`config.mk`:
```
export PLATFORM = sky130hd
export DESIGN_NAME = itp_iso_tx_pacing
export DESIGN_NICKNAME = d
export VERILOG_FILES = /design/src/hdl/itp_pkg.sv /design/src/hdl/itp_pace_counters.sv /design/src/hdl/itp_iso_tx_pacing.sv
export SDC_FILE = /design/constraint.sdc
export NUM_CORES = 1
export LEC_CHECK = 0
export ABC_AREA = 1
export BUFFER_PORTS_ARGS = -buffer_cell sky130_fd_sc_hd__buf_2
export CAP_MARGIN = 25
export CORE_ASPECT_RATIO = 0.8
export CORE_MARGIN = 3
export CORE_UTILIZATION = 48
export CTS_CLUSTER_DIAMETER = 80
export CTS_CLUSTER_SIZE = 8
export DETAILED_ROUTE_END_ITERATION = 16
export MAX_ROUTING_LAYER = met4
export PLACE_DENSITY = 0.77
export SLEW_MARGIN = 20
export SYNTH_ARGS = -nofsm -noshare
export SYNTH_HDL_FRONTEND = slang
export SYNTH_SLANG_ARGS = --single-unit
export TNS_END_PERCENT = 30
```
`constraint.sdc`:
```
create_clock -name clock -period 6.16 [get_ports clock]
set_input_delay 1.232 -clock clock [delete_from_list [all_inputs] [get_ports clock]]
set_output_delay 1.232 -clock clock [all_outputs]
set_load 0.005 [all_outputs]
```
`src/hdl/itp_pkg.sv`:
```
// package: constants, carriers and helpers of the isochronous transmit pacing block
package itp_pkg;

  // ==========================================================
  // bus cycle numbering
  localparam int unsigned ITP_CYCLES_PER_SEC = 8000;
  localparam int unsigned ITP_CYC_W = 13;
  localparam logic [12:0] ITP_CYC_LAST = 13'h1_F3F;
  localparam int unsigned ITP_WORKAHEAD_GOAL = 2;
  localparam logic [1:0] ITP_PRIME_TOKENS = 2'h2;
  localparam logic [1:0] ITP_ROLLS_FOR_LOSS = 2'h2;

  // ==========================================================
  // register map (byte addresses)
  localparam logic [7:0] ITP_OFS_CTRL = 8'h00;
  localparam logic [7:0] ITP_OFS_STATUS = 8'h04;
  localparam logic [7:0] ITP_OFS_START_CYCLE = 8'h08;
  localparam logic [7:0] ITP_OFS_CYCLE_DEP = 8'h0C;
  localparam logic [7:0] ITP_OFS_STOPPED = 8'h10;
  localparam logic [7:0] ITP_OFS_LOSS_COUNT = 8'h14;
  localparam int unsigned ITP_CTRL_ENABLE_BIT = 0;
  localparam int unsigned ITP_ST_AHEAD_LSB = 0;
  localparam int unsigned ITP_ST_LOST_LSB = 8;
  localparam int unsigned ITP_ST_EXPCYC_LSB = 16;
  localparam logic [31:0] ITP_RESET_WORD = 32'h0000_0000;

  // ==========================================================
  // carriers
  typedef struct packed {
    logic token;
    logic last;
    logic [31:0] data;
  } itp_fifo_word_t;

  typedef struct packed {
    logic valid;
    logic last;
    logic [31:0] data;
  } itp_tx_word_t;

  typedef enum logic [2:0] {
    ITP_WAIT, ITP_CHECK, ITP_ISO, ITP_ARB, ITP_SEND, ITP_DRAIN, ITP_POSTUF
  } itp_link_state_t;

  // ==========================================================
  // helpers
  function automatic logic [12:0] itp_cyc_add(input logic [12:0] c, input logic [7:0] d);
    logic signed [14:0] s;
    s = $signed({2'b00, c}) + $signed({{7{d[7]}}, d});
    if (s < 0) begin
      s = s + 15'sd8000;
    end else if (s >= 15'sd8000) begin
      s = s - 15'sd8000;
    end
    return s[12:0];
  endfunction : itp_cyc_add

  function automatic logic [12:0] itp_cyc_inc(input logic [12:0] c);
    return (c == ITP_CYC_LAST) ? 13'h0_000 : 13'(c + 13'h0_001);
  endfunction : itp_cyc_inc

endpackage : itp_pkg

```
`src/hdl/itp_pace_counters.sv`:
```
// module: workahead and pending-skip counters with start-match cycle value
`timescale 1ns/1ps
module itp_pace_counters #(
  parameter int AW = 4,
  parameter int LW = 4,
  parameter logic signed [AW-1:0] AHEAD_MAX = 4'sh7,
  parameter logic signed [AW-1:0] AHEAD_MIN = -4'sh8,
  parameter logic [LW-1:0] LOST_MAX = 4'hF,
  parameter logic [LW-1:0] LOST_MIN = 4'h0
) (
  // clock and reset
  input wire logic clock,
  input wire logic arst_n,
  // events
  input wire logic passDone,
  input wire logic cycleSync,
  input wire logic lostPulse,
  input wire logic passSkipped,
  input wire logic [12:0] cycleNumber,
  // results
  output logic signed [AW-1:0] ahead,
  output logic [LW-1:0] lost,
  output logic [12:0] matchCycle
);
  import itp_pkg::*;

  logic signed [AW-1:0] ahead_q;
  logic [LW-1:0] lost_q;

  // ==========================================================
  // saturating counters
  always_ff @(posedge clock or negedge arst_n) begin
    if (!arst_n) begin
      ahead_q <= '0;
    end else if (passDone && !cycleSync && ahead_q != AHEAD_MAX) begin
      ahead_q <= ahead_q + AW'(1);
    end else if (!passDone && cycleSync && ahead_q != AHEAD_MIN) begin
      ahead_q <= ahead_q - AW'(1);
    end
  end

  always_ff @(posedge clock or negedge arst_n) begin
    if (!arst_n) begin
      lost_q <= '0;
    end else if (!passSkipped && lostPulse && lost_q != LOST_MAX) begin
      lost_q <= lost_q + 1'b1;
    end else if (passSkipped && !lostPulse && lost_q != LOST_MIN) begin
      lost_q <= lost_q - 1'b1;
    end
  end

  assign ahead = ahead_q;
  assign lost = lost_q;
  // signed sum wraps modulo the cycles of one second
  assign matchCycle = itp_cyc_add(cycleNumber, 8'($signed(ahead_q)));
endmodule : itp_pace_counters

```
`src/hdl/itp_iso_tx_pacing.sv`:
```
// module: isochronous transmit cycle pacing, link sequencer, DMA pacing, AHB-Lite registers
//
// How it works
// - one cycle of packets per transmit entry
// - loss mid-loop signals DMA, returns waiting
// - entry token: pop, advance expected cycle
// - not isochronous before packet: signal loss
// - arbitrate until won; two rollovers mean loss
// - won with empty FIFO means loss
// - underflow eats packet rest; loss unless token
// - underflow on cycle's last packet: no loss
// - after packet: token ends cycle, else continue
// - underflow then bus lost: loss, defer packet
// - workahead counter saturating up/down on events
// - pending-skip counter saturating up/down on events
// - match cycle = link cycle + workahead mod 8000
// - skipped pass = done while skipping
// - startup writes two end-of-cycle tokens
// - service when behind or skips pending; stall
// - loss pulse single-cycle; cycle number balanced
// - skip until none pending, then refill
// - mismatch stops only cycle-dependent contexts
// - waiting: two rollovers without start mean loss
// - skipped cycle writes no end-of-cycle token
//
// Our own choices: the register offsets and the AHB-Lite interface to the registers.
`timescale 1ns/1ps
module itp_iso_tx_pacing #(
  parameter int NCTX = 8,
  parameter int AW = 4,
  parameter int LW = 4
) (
  // clock and reset
  input wire logic clock,
  input wire logic arst_n,
  // AHB-Lite slave
  input wire logic hsel,
  input wire logic [31:0] haddr,
  input wire logic [1:0] htrans,
  input wire logic hwrite,
  input wire logic [2:0] hsize,
  input wire logic [31:0] hwdata,
  input wire logic hready,
  output logic hreadyout,
  output logic hresp,
  output logic [31:0] hrdata,
  // link events
  input wire logic cycleStart,
  input wire logic [12:0] cycleNumber,
  input wire logic cycleRollover,
  input wire logic isoPeriod,
  input wire logic arbWon,
  output logic arbReq,
  // transmit FIFO read side
  input wire logic fifoValid,
  input wire itp_pkg::itp_fifo_word_t fifoHead,
  output logic fifoPop,
  // packet stream to the PHY
  output itp_pkg::itp_tx_word_t txWord,
  // DMA context walker
  input wire logic contextPassDone,
  input wire logic skipActive,
  input wire logic fifoWrReady,
  output logic serviceReq,
  output logic skipNow,
  output logic eocWrite,
  output logic [12:0] matchCycle,
  output logic startMatch,
  // cycle number consistency
  input wire logic cycleNumberMismatch,
  output logic [NCTX-1:0] contextStop
);
  import itp_pkg::*;

  // ==========================================================
  // registers over AHB-Lite
  logic enable_q;
  logic [12:0] startCycle_q;
  logic [NCTX-1:0] cycleDep_q;
  logic [NCTX-1:0] stopped_q;
  logic [15:0] lossCount_q;
  logic wrPend_q;
  logic [7:0] wrAddr_q;
  logic [31:0] rdata_q;
  logic addrPhase;
  logic signed [AW-1:0] ahead;
  logic [LW-1:0] lost;
  itp_link_state_t state_q;
  logic [12:0] expCycle_q;
  logic linkLost;

  assign addrPhase = hsel && htrans[1] && hready;
  assign hreadyout = 1'b1;
  assign hresp = 1'b0;
  assign hrdata = rdata_q;

  function automatic logic [31:0] reg_read(input logic [7:0] a);
    logic [31:0] v;
    v = ITP_RESET_WORD;
    case (a)
      ITP_OFS_CTRL: v[ITP_CTRL_ENABLE_BIT] = enable_q;
      ITP_OFS_STATUS: begin
        v[ITP_ST_AHEAD_LSB +: AW] = ahead;
        v[ITP_ST_LOST_LSB +: LW] = lost;
        v[ITP_ST_EXPCYC_LSB +: 13] = expCycle_q;
        v[31:29] = state_q;
      end
      ITP_OFS_START_CYCLE: v[12:0] = startCycle_q;
      ITP_OFS_CYCLE_DEP: v[NCTX-1:0] = cycleDep_q;
      ITP_OFS_STOPPED: v[NCTX-1:0] = stopped_q;
      ITP_OFS_LOSS_COUNT: v[15:0] = lossCount_q;
      default: v = ITP_RESET_WORD;
    endcase
    return v;
  endfunction : reg_read

  always_ff @(posedge clock or negedge arst_n) begin
    if (!arst_n) begin
      wrPend_q <= 1'b0;
      wrAddr_q <= '0;
      rdata_q <= ITP_RESET_WORD;
    end else begin
      wrPend_q <= addrPhase && hwrite;
      if (addrPhase) begin
        wrAddr_q <= haddr[7:0];
      end
      // read data is fetched during the address phase for zero wait states
      rdata_q <= (addrPhase && !hwrite) ? reg_read(haddr[7:0]) : ITP_RESET_WORD;
    end
  end

  always_ff @(posedge clock or negedge arst_n) begin
    if (!arst_n) begin
      enable_q <= 1'b0;
      startCycle_q <= '0;
      cycleDep_q <= '0;
    end else if (wrPend_q) begin
      case (wrAddr_q)
        ITP_OFS_CTRL: enable_q <= hwdata[ITP_CTRL_ENABLE_BIT];
        ITP_OFS_START_CYCLE: startCycle_q <= hwdata[12:0];
        ITP_OFS_CYCLE_DEP: cycleDep_q <= hwdata[NCTX-1:0];
        default: ;
      endcase
    end
  end

  // stop flags: mismatch sets, write-one clears, set wins
  always_ff @(posedge clock or negedge arst_n) begin
    if (!arst_n) begin
      stopped_q <= '0;
    end else begin
      stopped_q <= (stopped_q & ~((wrPend_q && wrAddr_q == ITP_OFS_STOPPED) ?
                    hwdata[NCTX-1:0] : '0)) |
                   (cycleNumberMismatch ? cycleDep_q : '0);
    end
  end
  assign contextStop = stopped_q;

  // ==========================================================
  // link-side sequencer
  logic [1:0] rollCnt_q;
  logic afterPkt_q;
  logic underflow_q;
  logic enterWait;
  itp_tx_word_t txWord_q;

  always_ff @(posedge clock or negedge arst_n) begin
    if (!arst_n) begin
      rollCnt_q <= '0;
    end else if (!enable_q || cycleStart || linkLost || (state_q == ITP_ISO)) begin
      rollCnt_q <= '0;
    end else if (cycleRollover && rollCnt_q != ITP_ROLLS_FOR_LOSS) begin
      rollCnt_q <= rollCnt_q + 2'h1;
    end
  end

  always_comb begin
    linkLost = 1'b0;
    case (state_q)
      ITP_WAIT: linkLost = enable_q && rollCnt_q == ITP_ROLLS_FOR_LOSS;
      ITP_CHECK: linkLost = fifoValid && !fifoHead.token && afterPkt_q &&
                            underflow_q && !arbWon;
      ITP_ISO: linkLost = !isoPeriod;
      ITP_ARB: linkLost = !isoPeriod || rollCnt_q == ITP_ROLLS_FOR_LOSS ||
                          (arbWon && !fifoValid);
      ITP_POSTUF: linkLost = fifoValid && !fifoHead.token;
      default: linkLost = 1'b0;
    endcase
  end

  always_comb begin
    fifoPop = 1'b0;
    case (state_q)
      ITP_CHECK: fifoPop = fifoValid && fifoHead.token;
      ITP_SEND, ITP_DRAIN: fifoPop = fifoValid;
      default: fifoPop = 1'b0;
    endcase
  end

  assign arbReq = (state_q == ITP_ARB) || (state_q == ITP_SEND);
  assign enterWait = linkLost || (state_q == ITP_CHECK && fifoValid && fifoHead.token);

  always_ff @(posedge clock or negedge arst_n) begin
    if (!arst_n) begin
      state_q <= ITP_WAIT;
      afterPkt_q <= 1'b0;
      underflow_q <= 1'b0;
    end else if (linkLost || !enable_q) begin
      state_q <= ITP_WAIT;
    end else begin
      case (state_q)
        ITP_WAIT: begin
          if (cycleStart && cycleNumber == expCycle_q) begin
            state_q <= ITP_CHECK;
            afterPkt_q <= 1'b0;
            underflow_q <= 1'b0;
          end
        end
        ITP_CHECK: begin
          if (fifoPop) begin
            state_q <= ITP_WAIT;
          end else if (fifoValid) begin
            state_q <= ITP_ISO;
          end
        end
        ITP_ISO: state_q <= ITP_ARB;
        ITP_ARB: begin
          if (arbWon) begin
            state_q <= ITP_SEND;
            underflow_q <= 1'b0;
          end
        end
        ITP_SEND: begin
          if (!fifoValid) begin
            underflow_q <= 1'b1;
            state_q <= ITP_DRAIN;
          end else if (fifoHead.last) begin
            state_q <= ITP_CHECK;
            afterPkt_q <= 1'b1;
          end
        end
        ITP_DRAIN: begin
          if (fifoValid && fifoHead.last) begin
            state_q <= ITP_POSTUF;
          end
        end
        ITP_POSTUF: begin
          if (fifoValid) begin
            state_q <= ITP_CHECK;
            afterPkt_q <= 1'b1;
          end
        end
        default: state_q <= ITP_WAIT;
      endcase
    end
  end

  // expected cycle: loaded on enable, advanced by tokens and waiting losses
  always_ff @(posedge clock or negedge arst_n) begin
    if (!arst_n) begin
      expCycle_q <= '0;
    end else if (!enable_q) begin
      expCycle_q <= itp_cyc_inc(cycleNumber);
    end else if ((state_q == ITP_CHECK && fifoPop) ||
                 (state_q == ITP_WAIT && linkLost)) begin
      expCycle_q <= itp_cyc_inc(expCycle_q);
    end
  end

  always_ff @(posedge clock or negedge arst_n) begin
    if (!arst_n) begin
      txWord_q <= '0;
    end else begin
      txWord_q.valid <= state_q == ITP_SEND && fifoValid;
      txWord_q.last <= fifoHead.last;
      txWord_q.data <= fifoHead.data;
    end
  end
  assign txWord = txWord_q;

  always_ff @(posedge clock or negedge arst_n) begin
    if (!arst_n) begin
      lossCount_q <= '0;
    end else if (linkLost && lossCount_q != 16'hF_FFF) begin
      lossCount_q <= lossCount_q + 16'h0_001;
    end
  end

  // ==========================================================
  // DMA-side pacing
  logic syncPulse_q;
  logic [12:0] syncCycle_q;
  logic lostPulse_q;
  logic [1:0] prime_q;
  logic enablePrev_q;
  logic stall_q;
  logic primeWrite;
  logic passSkipped;

  // cycle number and start pulse take the same single stage
  always_ff @(posedge clock or negedge arst_n) begin
    if (!arst_n) begin
      syncPulse_q <= 1'b0;
      syncCycle_q <= '0;
      lostPulse_q <= 1'b0;
    end else begin
      syncPulse_q <= cycleStart && enable_q;
      syncCycle_q <= cycleNumber;
      lostPulse_q <= linkLost;
    end
  end

  always_ff @(posedge clock or negedge arst_n) begin
    if (!arst_n) begin
      enablePrev_q <= 1'b0;
      prime_q <= '0;
    end else begin
      enablePrev_q <= enable_q;
      if (enable_q && !enablePrev_q) begin
        prime_q <= ITP_PRIME_TOKENS;
      end else if (primeWrite) begin
        prime_q <= prime_q - 2'h1;
      end
    end
  end

  assign primeWrite = prime_q != 2'h0 && fifoWrReady;
  assign passSkipped = contextPassDone && skipActive;
  assign eocWrite = primeWrite || (contextPassDone && !skipActive);

  // stall after a pass until the link reports start or loss
  always_ff @(posedge clock or negedge arst_n) begin
    if (!arst_n) begin
      stall_q <= 1'b0;
    end else if (syncPulse_q || lostPulse_q) begin
      stall_q <= 1'b0;
    end else if (contextPassDone) begin
      stall_q <= 1'b1;
    end
  end

  itp_pace_counters #(
    .AW(AW),
    .LW(LW)
  ) u_counters (
    .clock(clock),
    .arst_n(arst_n),
    .passDone(contextPassDone || primeWrite),
    .cycleSync(syncPulse_q),
    .lostPulse(lostPulse_q),
    .passSkipped(passSkipped),
    .cycleNumber(syncCycle_q),
    .ahead(ahead),
    .lost(lost),
    .matchCycle(matchCycle)
  );

  // a lost cycle bypasses the stall so skipping starts at once
  assign skipNow = lost != '0;
  assign serviceReq = enable_q && prime_q == 2'h0 && (!stall_q || skipNow) &&
                      (ahead < $signed(AW'(ITP_WORKAHEAD_GOAL)) || skipNow);
  assign startMatch = matchCycle == startCycle_q;
endmodule : itp_iso_tx_pacing

```
# Word-level counts from Yosys, hierarchy flattened
# Index checks and enable logic that the tools add are counted.
# W data, S select, Z words.
[totals]
ff_bits = 168
input_bits = 130
out_inout_bits = 95
wordCells = 207
[op_classes]
addsub = 12
n_lt_le_gt_ge = 3
eq_ne = 37
n_mux = 46
bitwise = 4
n_reduce_logical = 81
[op_table]
columns = ["op", "count"]
rows = [
  ["$mux W13", 6],
  ["$logic_and A1 B1 Y1", 35],
  ["$eq A8 B4 Y1 const B", 4],
  ["$mux W32", 1],
  ["$mux W3", 10],
  ["$add A13 B1 Y13 const B", 2],
  ["$eq A13 B13 Y1", 2],
  ["$eq A13 B13 Y1 const B", 2],
  ["$eq A8 B5 Y1 const B", 3],
  ["$pmux W3 S7", 1],
  ["$ne A4 B4 Y1 const B", 5],
  ["$add A16 B1 Y16 const B", 1],
  ["$logic_not A8 Y1", 2],
  ["$mux W16", 1],
  ["$mux W4", 4],
  ["$mux W8", 2],
  ["$ne A16 B16 Y1 const B", 1],
  ["$pmux W4 S4", 1],
  ["$add A14 B4 Y15", 1],
  ["$ge A15 B14 Y1 const B", 1],
  ["$lt A15 B1 Y1 const B", 1],
  ["$pmux W3 S5", 1],
  ["$ne A2 B2 Y1 const B", 7],
  ["$add A13 B9 Y13 const B", 1],
  ["38 further kinds", 88],
]

# Depth between registers and ports, before layout
# Gate-level depths: netlist of the first run.
[logic_depth]
word_depth = 10
ltp_mapped = 28
mapped_depth_nobuf = 28

# Hierarchy
# From an unflattened synthesis of the first run, not the netlist that was laid out.
[unflattened]
cells_unflattened = 1169
hier_area_um2 = 9150.0
[modules_own_cells]
columns = ["mod", "instances", "cells_per_inst", "area_each_um2", "seq_area_each_um2"]
rows = [
  ["itp_iso_tx_pacing", 1, 856, 7325.8, 4003.8],
  ["itp_pace_counters", 1, 313, 1824.2, 200.2],
]

# Worst setup path before layout of the first run
# Ideal clock, no wire load.
[synth_timing]
path_type = "reg-to-output"
from = "register u_counters.ahead_q[0], in the netlist u_counters.ahead[0]"
to = "output port startMatch"
arrival_ns = 3.014
required_time_ns = 4.928
path_slack_ns = 1.914
path_stages_with_launch = 27
path_buffers = 0
cell_sequence = "dfrtp_1 -> ha_1 -> inv_1 -> fa_1 -> inv_1 -> nand2_1 -> nand2_1 -> nand3_1 -> nand2_1 -> nand2_1 -> nand2_2 -> ha_1 -> nand3_1 -> a21oi_1 -> nand3_1 -> nor2_1 -> nand2_1 -> a21oi_2 -> nand2_4 -> nand2_2 -> nand3_1 -> nand2_1 -> nand2_1 -> nand2_1 -> xnor2_1 -> nand3_1 -> nor2_1"
[synth_between]
elab_chain_len = 5
word_cells_on_any_way = 8
cone_classes = "add/sub (3); order compare (2); eq/ne (1); mux (2)"
[synth_lines]
columns = ["item", "line", "source"]
rows = [
  ["from (decl)", "itp_pace_counters.sv:27", "logic signed [AW-1:0] ahead_q;"],
  ["from (signal assigned)", "itp_pace_counters.sv:36", "ahead_q <= ahead_q + AW'(1);"],
  ["from (signal assigned)", "itp_pace_counters.sv:38", "ahead_q <= ahead_q - AW'(1);"],
  ["$add A14 B4 Y15 *", "itp_pkg.sv:49", "s = $signed({2'b00, c}) + $signed({{7{d[7]}}, d});"],
  ["$sub A13 B9 Y13 / $ge A15 B14 Y1 (equally long branches)", "itp_pkg.sv:53, itp_pkg.sv:52", ""],
  ["$mux W13", "itp_pkg.sv:52", "end else if (s >= 15'sd8000) begin"],
  ["$mux W13 *", "itp_pkg.sv:50", "if (s < 0) begin"],
  ["via matchCycle[10]", "itp_iso_tx_pacing.sv:67", "output logic [12:0] matchCycle,"],
  ["$eq A13 B13 Y1 *", "itp_iso_tx_pacing.sv:362", "assign startMatch = matchCycle == startCycle_q;"],
  ["to (decl)", "itp_iso_tx_pacing.sv:68", "output logic startMatch,"],
]
# The timed path passes the listed nets; every way through them passes the cells marked *.

# Worst setup path after layout of the first run
[layout_timing]
from = "register u_counters.ahead_q[3], in the netlist u_counters.ahead[3]"
to = "output port startMatch"
[layout_between]
elab_chain_len = 5
word_cells_on_any_way = 8
cone_classes = "add/sub (3); order compare (2); eq/ne (1); mux (2)"
[layout_lines]
columns = ["item", "line"]
rows = [
  ["$add A14 B4 Y15 *", "itp_pkg.sv:49"],
  ["$sub A13 B9 Y13 / $ge A15 B14 Y1 (equally long branches)", "itp_pkg.sv:53, itp_pkg.sv:52"],
  ["$mux W13", "itp_pkg.sv:52"],
  ["$mux W13 *", "itp_pkg.sv:50"],
  ["$eq A13 B13 Y1 *", "itp_iso_tx_pacing.sv:362"],
]
# Mark *: on every way between the ends. The rest lies on a longest branch, timed or not.

==> results of run 1 <==
-- registers in the layout, summed over array words and instances (netlist names) --
register	cells
txWord	34
hrdata	32
lossCount_q	16
expCycle_q	13
startCycle_q	13
syncCycle_q	13
contextStop	8
cycleDep_q	8
wrAddr_q	8
u_counters.ahead	4
u_counters.lost	4
state_q	3
prime_q	2
rollCnt_q	2
afterPkt_q	1
enablePrev_q	1
enable_q	1
lostPulse_q	1
stall_q	1
syncPulse_q	1
underflow_q	1
wrPend_q	1
-- per-stage QoR --
step	cell area [um^2]	utilization, %	total power [mW]
floorplan	8880	-	2.90
global placement	10000	56.4	3.42
detailed placement	10000	56.4	3.47
CTS	10600	59.6	4.54
global route	10600	59.7	4.91
finish	10600	59.7	4.54
-- cells by family (layout without fill, tap and decap cells) --
kind of cell / Yosys count / after routing / share of synthesized area, %
compound gates: 167 / 167 / 11.2
other cells: 2 / 2 / 0.0846
buf+inv: 179 / 378 / 7.70
simple gates: 477 / 477 / 24.2
mux: 13 / 13 / 1.62
xor+xnor: 35 / 35 / 3.45
flops: 168 / 168 / 47.4
fa+ha+maj: 29 / 29 / 4.34
-- cell usage in the layout, fill, tap and decap left out, drive strengths merged, types with 3 or more instances in the layout --
cell     instances
o41ai            3
nand3           73
xnor2            6
mux2            11
nor4             8
nand3b           6
buf            179
o211ai           6
inv            173
a31oi           13
a21oi           37
ha              26
o31ai            6
nand2          248
fa               3
clkinv           5
o22ai           15
o2111ai          3
nor3            24
nor2           101
o21ai           70
clkbuf          19
xor2            29
nand4           15
dfrtp          168
a221oi           5
-- worst max path at each step --
stage	to	slack (ps)	depth (start not counted)
after floorplan	startMatch	1910	26
after global placement	startMatch	1230	26
after detailed placement	startMatch	1180	26
after CTS	startMatch	690	26
after global routing	startMatch	230	26
final	startMatch	690	26
-- power by group through the flow --
stage,Sequential (mW),Clock [mW],Combinational [mW]
5_1_grt,1.42,1.12,2.37
4_1_cts,1.39,1.07,2.07
3_5_place_dp,1.41,0,2.05
6_report,1.40,1.06,2.09
3_3_place_gp,1.41,0,2.01
2_1_floorplan,1.37,0,1.52
-- area by class of cell --
class	instances	area share, %
Inverter	168	5.95
Multi-Input combinational cell	723	37.7
Clock buffer	19	4.18
Timing Repair Buffer	179	8.64
Sequential cell	168	39.7
Tap cell	225	2.66
Clock inverter	12	1.25
-- routing by layer --
metal | track usage (%) | wire [um] | up-vias
met5 | - | 0 | -
met4 | 6.83 | 378 | 0
met3 | 6.03 | 1890 | 37
met2 | 34.9 | 10200 | 295
met1 | 34.6 | 10800 | 3740
li1 | - | - | 3881
-- critical path: cells and delay by family, from the launching register on --
kind / cells / cell delay (ps)
buffers and inverters: 3 / 290
DFF: 1 / 750
AOI/OAI and AO/OA: 3 / 520
adders and majority gates: 2 / 610
and+or+nand+nor: 18 / 1640
==> impl_metrics.tcl, run 1 <==
set metrics [dict create \
    grt_max_degree 78 \
    multi_input_area_mm2 0.00399 \
    ir_worst_vdd_mv 0.215 \
    post_cts_buffers 0 \
    r2r_setup_slack_ps 3340 \
    rsz0062_at_grt "false" \
    slowest_delay_ps 750 \
    gr-total-overflow 0 \
    postSynthNetCount 1229 \
    die_h_um 128 \
    yosys.area.top_type "dfrtp_1" \
    grt_pass1_vias 7543 \
    cpMostUsedCell "nand2_1" \
    pwr-share-comb_pct 46.0 \
    drive_gt1_share_pct 20.8 \
    seq_area_frac_synth_pct 47.4 \
    period_share_pct 88.9 \
    antenna_found_initial 0 \
    wl_per_cell_um 15.5 \
    p_int_mw 2.57 \
    ys.flop_type "dfrtp_1" \
    worstHoldStart "lostPulse_q" \
    cp.arrival_ps 4240 \
    critical_path.startpoint_type "flop" \
    dp_hpwl_um 17600 \
    place_congestion 0.971 \
    die_area_mm2 0.0202 \
    synth_top_cells_by_area "dfrtp_1 47%, nand2_1 9.6%, inv_1 6.7%" \
    routed_wirelength_um 23200 \
    num_vias 7953 \
    seqPwrFrac_pct 30.8 \
    clkLatencyLatePin_ps 430 \
    drtIter0Drc 569 \
    track_usage_pct 24.3 \
    cts_resized 0 \
    drc 0 \
    layout.nets 1416 \
    ys_types 53 \
    fmax_mhz 183 \
    cp-end-kind "output pin" \
    cts_tree "yes" \
    power_density_mw_per_mm2 429 \
    finalHoldViolCount 0 \
    clkTransAtPathRegs_ps 70 \
    via_per_inst 5.32 \
    nFillCells 1601 \
    syn_area_mm2 0.00888 \
    die_w_um 158 \
    r2r_start "expCycle_q[0]" \
    std_cell_rows 43 \
    crit_path_max_fanout 17 \
    whs_ps 443 \
    critPathKind "reg2out" \
    ios 225 \
    synth_most_common_cell "nand2_1" \
    synthTopCellsByCount "227 x nand2_1, 168 x dfrtp_1, 158 x inv_1" \
    status "finished, final reports clean" \
    worst_slew_pin_slew_ps 1110 \
    stdcell_count 1494 \
    finalWorstSetupSlack_ps 686 \
    place_inst 1462 \
    clock-sinks 168 \
    antenna_left 0 \
    finClkSkew_ps 9.58 \
    slew_headroom_pct 25.5 \
    dr.pass1.iters 5 \
    ctsHoldBuffers 0 \
    synth_cells 1070 \
    drv_slew 0 \
    start_util_pct 50.0 \
    synth_seq_cells 168 \
    swShare_pct 43.4 \
    numPortBuffers 175 \
    htree_levels 4 \
    setup_violations 0 \
    maxCapViolCount 0 \
    ff2ff_path_depth 10 \
    synth_edf_count 0 \
    fin_tns_setup_ps 0 \
    p_leak_nw 5.56 \
    grt_pass1_wl_um 37800 \
    coreArea_mm2 0.0178 \
    required_ps 4930 \
    area_growth_pct 19.4 \
    r2r_end "expCycle_q[6]" \
    async_flop_share_pct 100 \
    hold_class "reg2reg" \
    switchingPower_mw 1.97 \
    seqCellArea_mm2 0.00420 \
    root_buffer "clkbuf_16" \
    yosys_warnings 0 \
    period_needed_ps 5470 \
    synth_top_area_share_pct 47.4 \
    p_clk_share_pct 23.2 \
    setup.worst_path.start "u_counters.ahead[3]" \
    syn_area_per_cell_um2 8.30 \
    cts_buffer_depth 2 \
    holdPathEnd "stall_q" \
    pre_cts_ws_ps 1180 \
    slowest_stage "dfrtp_1" \
    diodes 0 \
    cts_buffers 17 \
    whs_path_depth 1 \
]
No activity file was read; power rests on OpenSTA's default activity.
==> run 2, diff against run 1 <==
--- a/config.mk
+++ b/config.mk
@@ -6,7 +6,6 @@
 export NUM_CORES = 1
 export LEC_CHECK = 0
 export ABC_AREA = 1
-export BUFFER_PORTS_ARGS = -buffer_cell sky130_fd_sc_hd__buf_2
 export CAP_MARGIN = 25
 export CORE_ASPECT_RATIO = 0.8
 export CORE_MARGIN = 3
@@ -14,8 +13,9 @@
 export CTS_CLUSTER_DIAMETER = 80
 export CTS_CLUSTER_SIZE = 8
 export DETAILED_ROUTE_END_ITERATION = 16
+export DONT_BUFFER_PORTS = 1
 export MAX_ROUTING_LAYER = met4
-export PLACE_DENSITY = 0.77
+export PLACE_DENSITY = 0.67
 export SLEW_MARGIN = 20
 export SYNTH_ARGS = -nofsm -noshare
 export SYNTH_HDL_FRONTEND = slang
==> impl_metrics.tcl, run 2 (synthesis gave the netlist of run 1 again) <==
set metrics [dict create \
    ctsHoldBuffers 0 \
    die_area_mm2 0.0202 \
    power_density_mw_per_mm2 456 \
    drv_slew 0 \
    grt_pass1_vias 7042 \
    coreArea_mm2 0.0178 \
    cts_tree "yes" \
    final_cell_mix "227 x nand2_1, 168 x dfrtp_1, 158 x inv_1" \
    drtIter0Drc 540 \
    clkTransAtPathRegs_ps 70 \
    critPathKind "reg2out" \
    antenna_left 0 \
    start_util_pct 50.0 \
    post_cts_buffers 0 \
    dp_hpwl_um 16700 \
    slew_headroom_pct 24.3 \
    htree_levels 4 \
    nFillCells 1610 \
    drc 0 \
    ios 225 \
    fmax_mhz 183 \
    period_needed_ps 5470 \
    track_usage_pct 23.6 \
    status "finished, final reports clean" \
    multi_input_area_mm2 0.00399 \
    rsz0062_at_grt "false" \
    finalHoldViolCount 0 \
    drive_gt1_share_pct 8.14 \
    die_w_um 158 \
    dr.pass1.iters 6 \
    place_congestion 0.944 \
    antenna_found_initial 0 \
    ir_worst_vdd_mv 0.232 \
    wl_per_cell_um 17.1 \
    maxCapViolCount 0 \
    p_leak_nw 4.85 \
    required_ps 4930 \
    via_per_inst 5.53 \
    std_cell_rows 43 \
    whs_ps 429 \
    cts_buffers 17 \
    crit_path_max_fanout 17 \
    grt_max_degree 169 \
    layout.nets 1240 \
    cts_resized 0 \
    critical_path.startpoint_type "flop" \
    num_vias 7290 \
    r2r_start "expCycle_q[0]" \
    diodes 0 \
    setup.worst_path.start "u_counters.ahead[3]" \
    finalWorstSetupSlack_ps 687 \
    clkLatencyLatePin_ps 440 \
    routed_wirelength_um 22500 \
    worstHoldStart "lostPulse_q" \
    period_share_pct 88.8 \
    numPortBuffers 0 \
    layout_commonest_cell "nand2_1" \
    grt_pass1_wl_um 36200 \
    clock-sinks 168 \
    fin_tns_setup_ps 0 \
    worst_slew_pin_slew_ps 1130 \
    finClkSkew_ps 14.3 \
    cp.arrival_ps 4240 \
    setup_violations 0 \
    largest_reg_flops 34 \
    root_buffer "clkbuf_16" \
    cp-end-kind "output pin" \
    seqCellArea_mm2 0.00420 \
    area_growth_pct 10.0 \
    hold_class "reg2reg" \
    pre_cts_ws_ps 1190 \
    cts_buffer_depth 2 \
    die_h_um 128 \
    gr-total-overflow 0 \
]
==> run 2: layer usage <==
metal  global-route usage, %  vias to the layer above  wire (um)
li1                        -                     3530          -
met1                    32.8                     3463      10400
met2                    34.1                      260       9880
met3                    6.84                       37       1960
met4                    6.12                        0        319
met5                       -                        -          0
==> run 2: critical path, cell delays in order, from the launching register on <==
cell and delay, ps:
dfrtp_1 780, ha_1 400, nand2_1 130, inv_1 70
a21oi_1 190, nand2_1 80, nand2_1 70, nand2_2 80
inv_1 110, ha_1 180, nand3_1 80, a21oi_1 150
nand3_1 100, nor2_1 100, nand2_1 100, a21oi_2 190
nand2_4 100, nand3_1 90, nand3_1 100, nand2_1 160
nand2_1 60, nand2_1 50, nand2_1 50, nor2_1 140
nand3_1 80, nor2_1 150
==> run 2: through the flow <==
| step | instances | cell area [um^2] | power [mW] | util, % |
|---|---|---|---|---|
| after floorplan | 1070 | 8880 | 2.90 | - |
| after global placement | 1286 | 9120 | 3.26 | 51.4 |
| after global routing | 1318 | 9770 | 4.84 | 55.0 |
| after CTS | 1317 | 9750 | 4.47 | 54.9 |
| after detailed placement | 1286 | 9120 | 3.29 | 51.4 |
| final | 1318 | 9770 | 4.46 | 55.0 |
==> run 2: cell type report <==
class | count | area share [%]
well taps | 225 | 2.88
multi-input cells | 723 | 40.9
clock buffers | 18 | 4.50
repair buffers | 3 | 0.307
clock inverters | 13 | 1.96
flip-flops and latches | 168 | 43.0
inverters | 168 | 6.46
==> run 2: path summary, 6_finish.rpt <==
kind,to,slack (ps),cells after the start
setup / recovery,startMatch,690,25
hold / removal,stall_q,430,1
setup reg to reg,expCycle_q[6],3170,10
hold reg to reg,stall_q,430,1
max in group asynchronous,hrdata[4],5450,0
min in group asynchronous,state_q[2],490,0
==> run 2: report_power, final <==
group / internal (mW) / switching, mW / total (mW)
Clock: 0.693 / 0.466 / 1.16
Sequential: 1.25 / 0.153 / 1.40
Combinational: 0.640 / 1.26 / 1.90
Total: 2.58 / 1.88 / 4.46
==> run 3, diff against run 2 <==
--- a/config.mk
+++ b/config.mk
@@ -19,5 +19,6 @@
 export SLEW_MARGIN = 20
 export SYNTH_ARGS = -nofsm -noshare
 export SYNTH_HDL_FRONTEND = slang
+export SYNTH_HIERARCHICAL = 1
 export SYNTH_SLANG_ARGS = --single-unit
 export TNS_END_PERCENT = 30
==> impl_metrics.tcl, run 3 <==
set metrics [dict create \
    coreArea_mm2 0.0184 \
    diodes 0 \
    synth.area.mux_share_pct 0.861 \
    postSynthNetCount 1328 \
    layout_commonest_cell "nand2_1" \
    ctsHoldBuffers 0 \
    r2r_end "u_counters/ahead[3]" \
    synth-simple-area-share_pct 28.6 \
    required_ps 4930 \
    gr-total-overflow 0 \
    finClkSkew_ps 7.36 \
    cp-end-kind "output pin" \
    drtIter0Drc 680 \
    ios 225 \
    maxCapViolCount 0 \
    largest_reg_flops 34 \
    fin_tns_setup_ps 0 \
    synth_most_common_cell "nand2_1" \
    hold_class "reg2reg" \
    cts_buffer_depth 2 \
    ys_types 45 \
    setup.worst_path.end "startMatch" \
    track_usage_pct 22.6 \
    synth_top_cells_by_area "dfrtp_1 46%, nand2_1 14%, inv_1 6.5%" \
    grt_max_degree 169 \
    drc 0 \
    finalHoldViolCount 0 \
    setup_violations 0 \
    cp.arrival_ps 4360 \
    rsz0062_at_grt "false" \
    grt_pass1_wl_um 36300 \
    cts_buffers 17 \
    cts_tree "yes" \
    multi_input_area_mm2 0.00422 \
    syn_area_mm2 0.00915 \
    critPathKind "reg2out" \
    synth_fa_ha_area_share_pct 4.21 \
    yosys.area.top_type "dfrtp_1" \
    std_cell_rows 44 \
    cts_resized 0 \
    drive_gt1_share_pct 6.76 \
    r2r_start "u_counters/ahead[3]" \
    syn_area_per_cell_um2 7.83 \
    layout.nets 1330 \
    ir_worst_vdd_mv 0.211 \
    fin_util_pct 53.8 \
    period_needed_ps 5590 \
    ys.flop_type "dfrtp_1" \
    grt_pass1_vias 7031 \
    area_growth_pct 8.38 \
    antenna_left 0 \
    synth_edf_count 0 \
    synth_top_family_by_area "simple AND/OR/NAND/NOR gates" \
    ff2ff_path_depth 9 \
    die_h_um 129 \
    die_w_um 160 \
    critical_path.startpoint_type "flop" \
    dr.pass1.iters 5 \
    drv_slew 0 \
    die_area_mm2 0.0208 \
    wl_per_cell_um 15.4 \
    synth_top_area_share_pct 45.9 \
    clkTransAtPathRegs_ps 70 \
    antenna_found_initial 0 \
    synth_cells 1169 \
    synth_compound_area_share_pct 7.99 \
    r2r_setup_slack_ps 3740 \
    power_density_mw_per_mm2 444 \
    via_per_inst 5.21 \
    status "finished, final reports clean" \
    yosys_warnings 6 \
    final_cell_mix "348 x nand2_1, 168 x dfrtp_1, 159 x inv_1" \
    htree_levels 4 \
    post_cts_buffers 0 \
    setup.worst_path.start "u_counters/ahead[3]" \
    synth_seq_cells 168 \
    synthTopCellsByCount "348 x nand2_1, 168 x dfrtp_1, 159 x inv_1" \
    period_share_pct 90.8 \
    clock-sinks 168 \
    clkLatencyLatePin_ps 430 \
    seq_area_frac_synth_pct 45.9 \
    dp_hpwl_um 16700 \
    worstHoldStart "lostPulse_q" \
    nFillCells 1737 \
    root_buffer "clkbuf_16" \
    num_vias 7480 \
    crit_path_max_fanout 17 \
    async_flop_share_pct 100 \
    slew_headroom_pct 37.3 \
    numPortBuffers 0 \
    worst_slew_pin_slew_ps 936 \
    start_util_pct 49.6 \
    p_leak_nw 5.02 \
    place_congestion 0.935 \
    fmax_mhz 179 \
    synth_xor_area_share_pct 4.32 \
    seqCellArea_mm2 0.00420 \
    routed_wirelength_um 22200 \
]
[run 3: changes by cell type in the layout (fill, tap and decap cells not counted), moves of 5 or more]
cell and delta:
nand2_1 +121, nand3_1 +11, nand2_2 -10, nor2_1 +9, a31oi_1 -8, o22ai_1 -8
xor2_1 +8, a21oi_1 -7, o21ai_2 +6, a221oi_1 -5, o31ai_1 -5
[run 3: stage by stage]
step | total power, mW | worst slack (ps) | instance area (um^2) | cells | hold slack [ps]
2_1_floorplan | 2.97 | 1690 | 9150 | 1169 | 372
3_3_place_gp | 3.34 | 1050 | 9360 | 1405 | 422
3_5_place_dp | 3.37 | 1040 | 9360 | 1405 | 440
4_1_cts | 4.42 | 550 | 9920 | 1437 | 452
5_1_grt | 4.80 | 44.2 | 9920 | 1437 | 456
6_report | 4.41 | 569 | 9920 | 1437 | 452
[run 3: layout make-up]
cell class                 instances  area share, %
clock buffer                      17           4.29
clock inverter                    15           1.32
inverter                         164           6.26
multi-input combinational        820           42.5
sequential                       168           42.4
tap                              253           3.19
[run 3: report_power, final]
part,internal (mW),switching [mW]
registers,1.26,0.200
clock network,0.532,0.492
logic,0.646,1.28
[run 3: critical path, cell delays in order, from the launching register on]
cell and delay (ps):
dfrtp_1 860, ha_1 430, nand2_1 130, inv_1 60, a21oi_1 190, nand2_1 70, nand2_1 70, nand2_2 100
inv_1 140, ha_1 160, nand2_1 50, nor2_1 80, nand3_1 80, nor2_1 90, nand2_1 60, a21oi_1 140
nand3_1 100, nand2_2 140, nand2_1 90, nand2_1 60, o21ai_1 50, nand2_1 60, inv_1 70, xor2_1 150
nor4_1 250, nand2_1 90, nor2_1 150
[run 3: cells by family after synthesis]
logic type / count (synthesis)
mux: 7
flops: 168
other cells: 2
fa+ha+maj: 29
simple gates: 611
xor+xnor: 43
buf+inv: 181
compound gates: 128
[run 3: how the worst min path moves through the flow]
stage	to	slack, ps	cells after the start
4_1_cts	stall_q	450	1
2_1_floorplan	enablePrev_q	370	0
5_1_grt	hrdata[14]	460	0
3_5_place_dp	stall_q	440	1
3_3_place_gp	stall_q	420	1
6_report	stall_q	450	1
[run 3: per-layer routing]
layer	share of wire, %	GRT usage [%]	up-vias	wire length [um]
li1	-	-	3713	-
met1	48	31.8	3512	10500
met2	43	32.6	239	9620
met3	8.1	6.30	16	1800
met4	0.85	4.90	0	188
met5	0	-	-	0
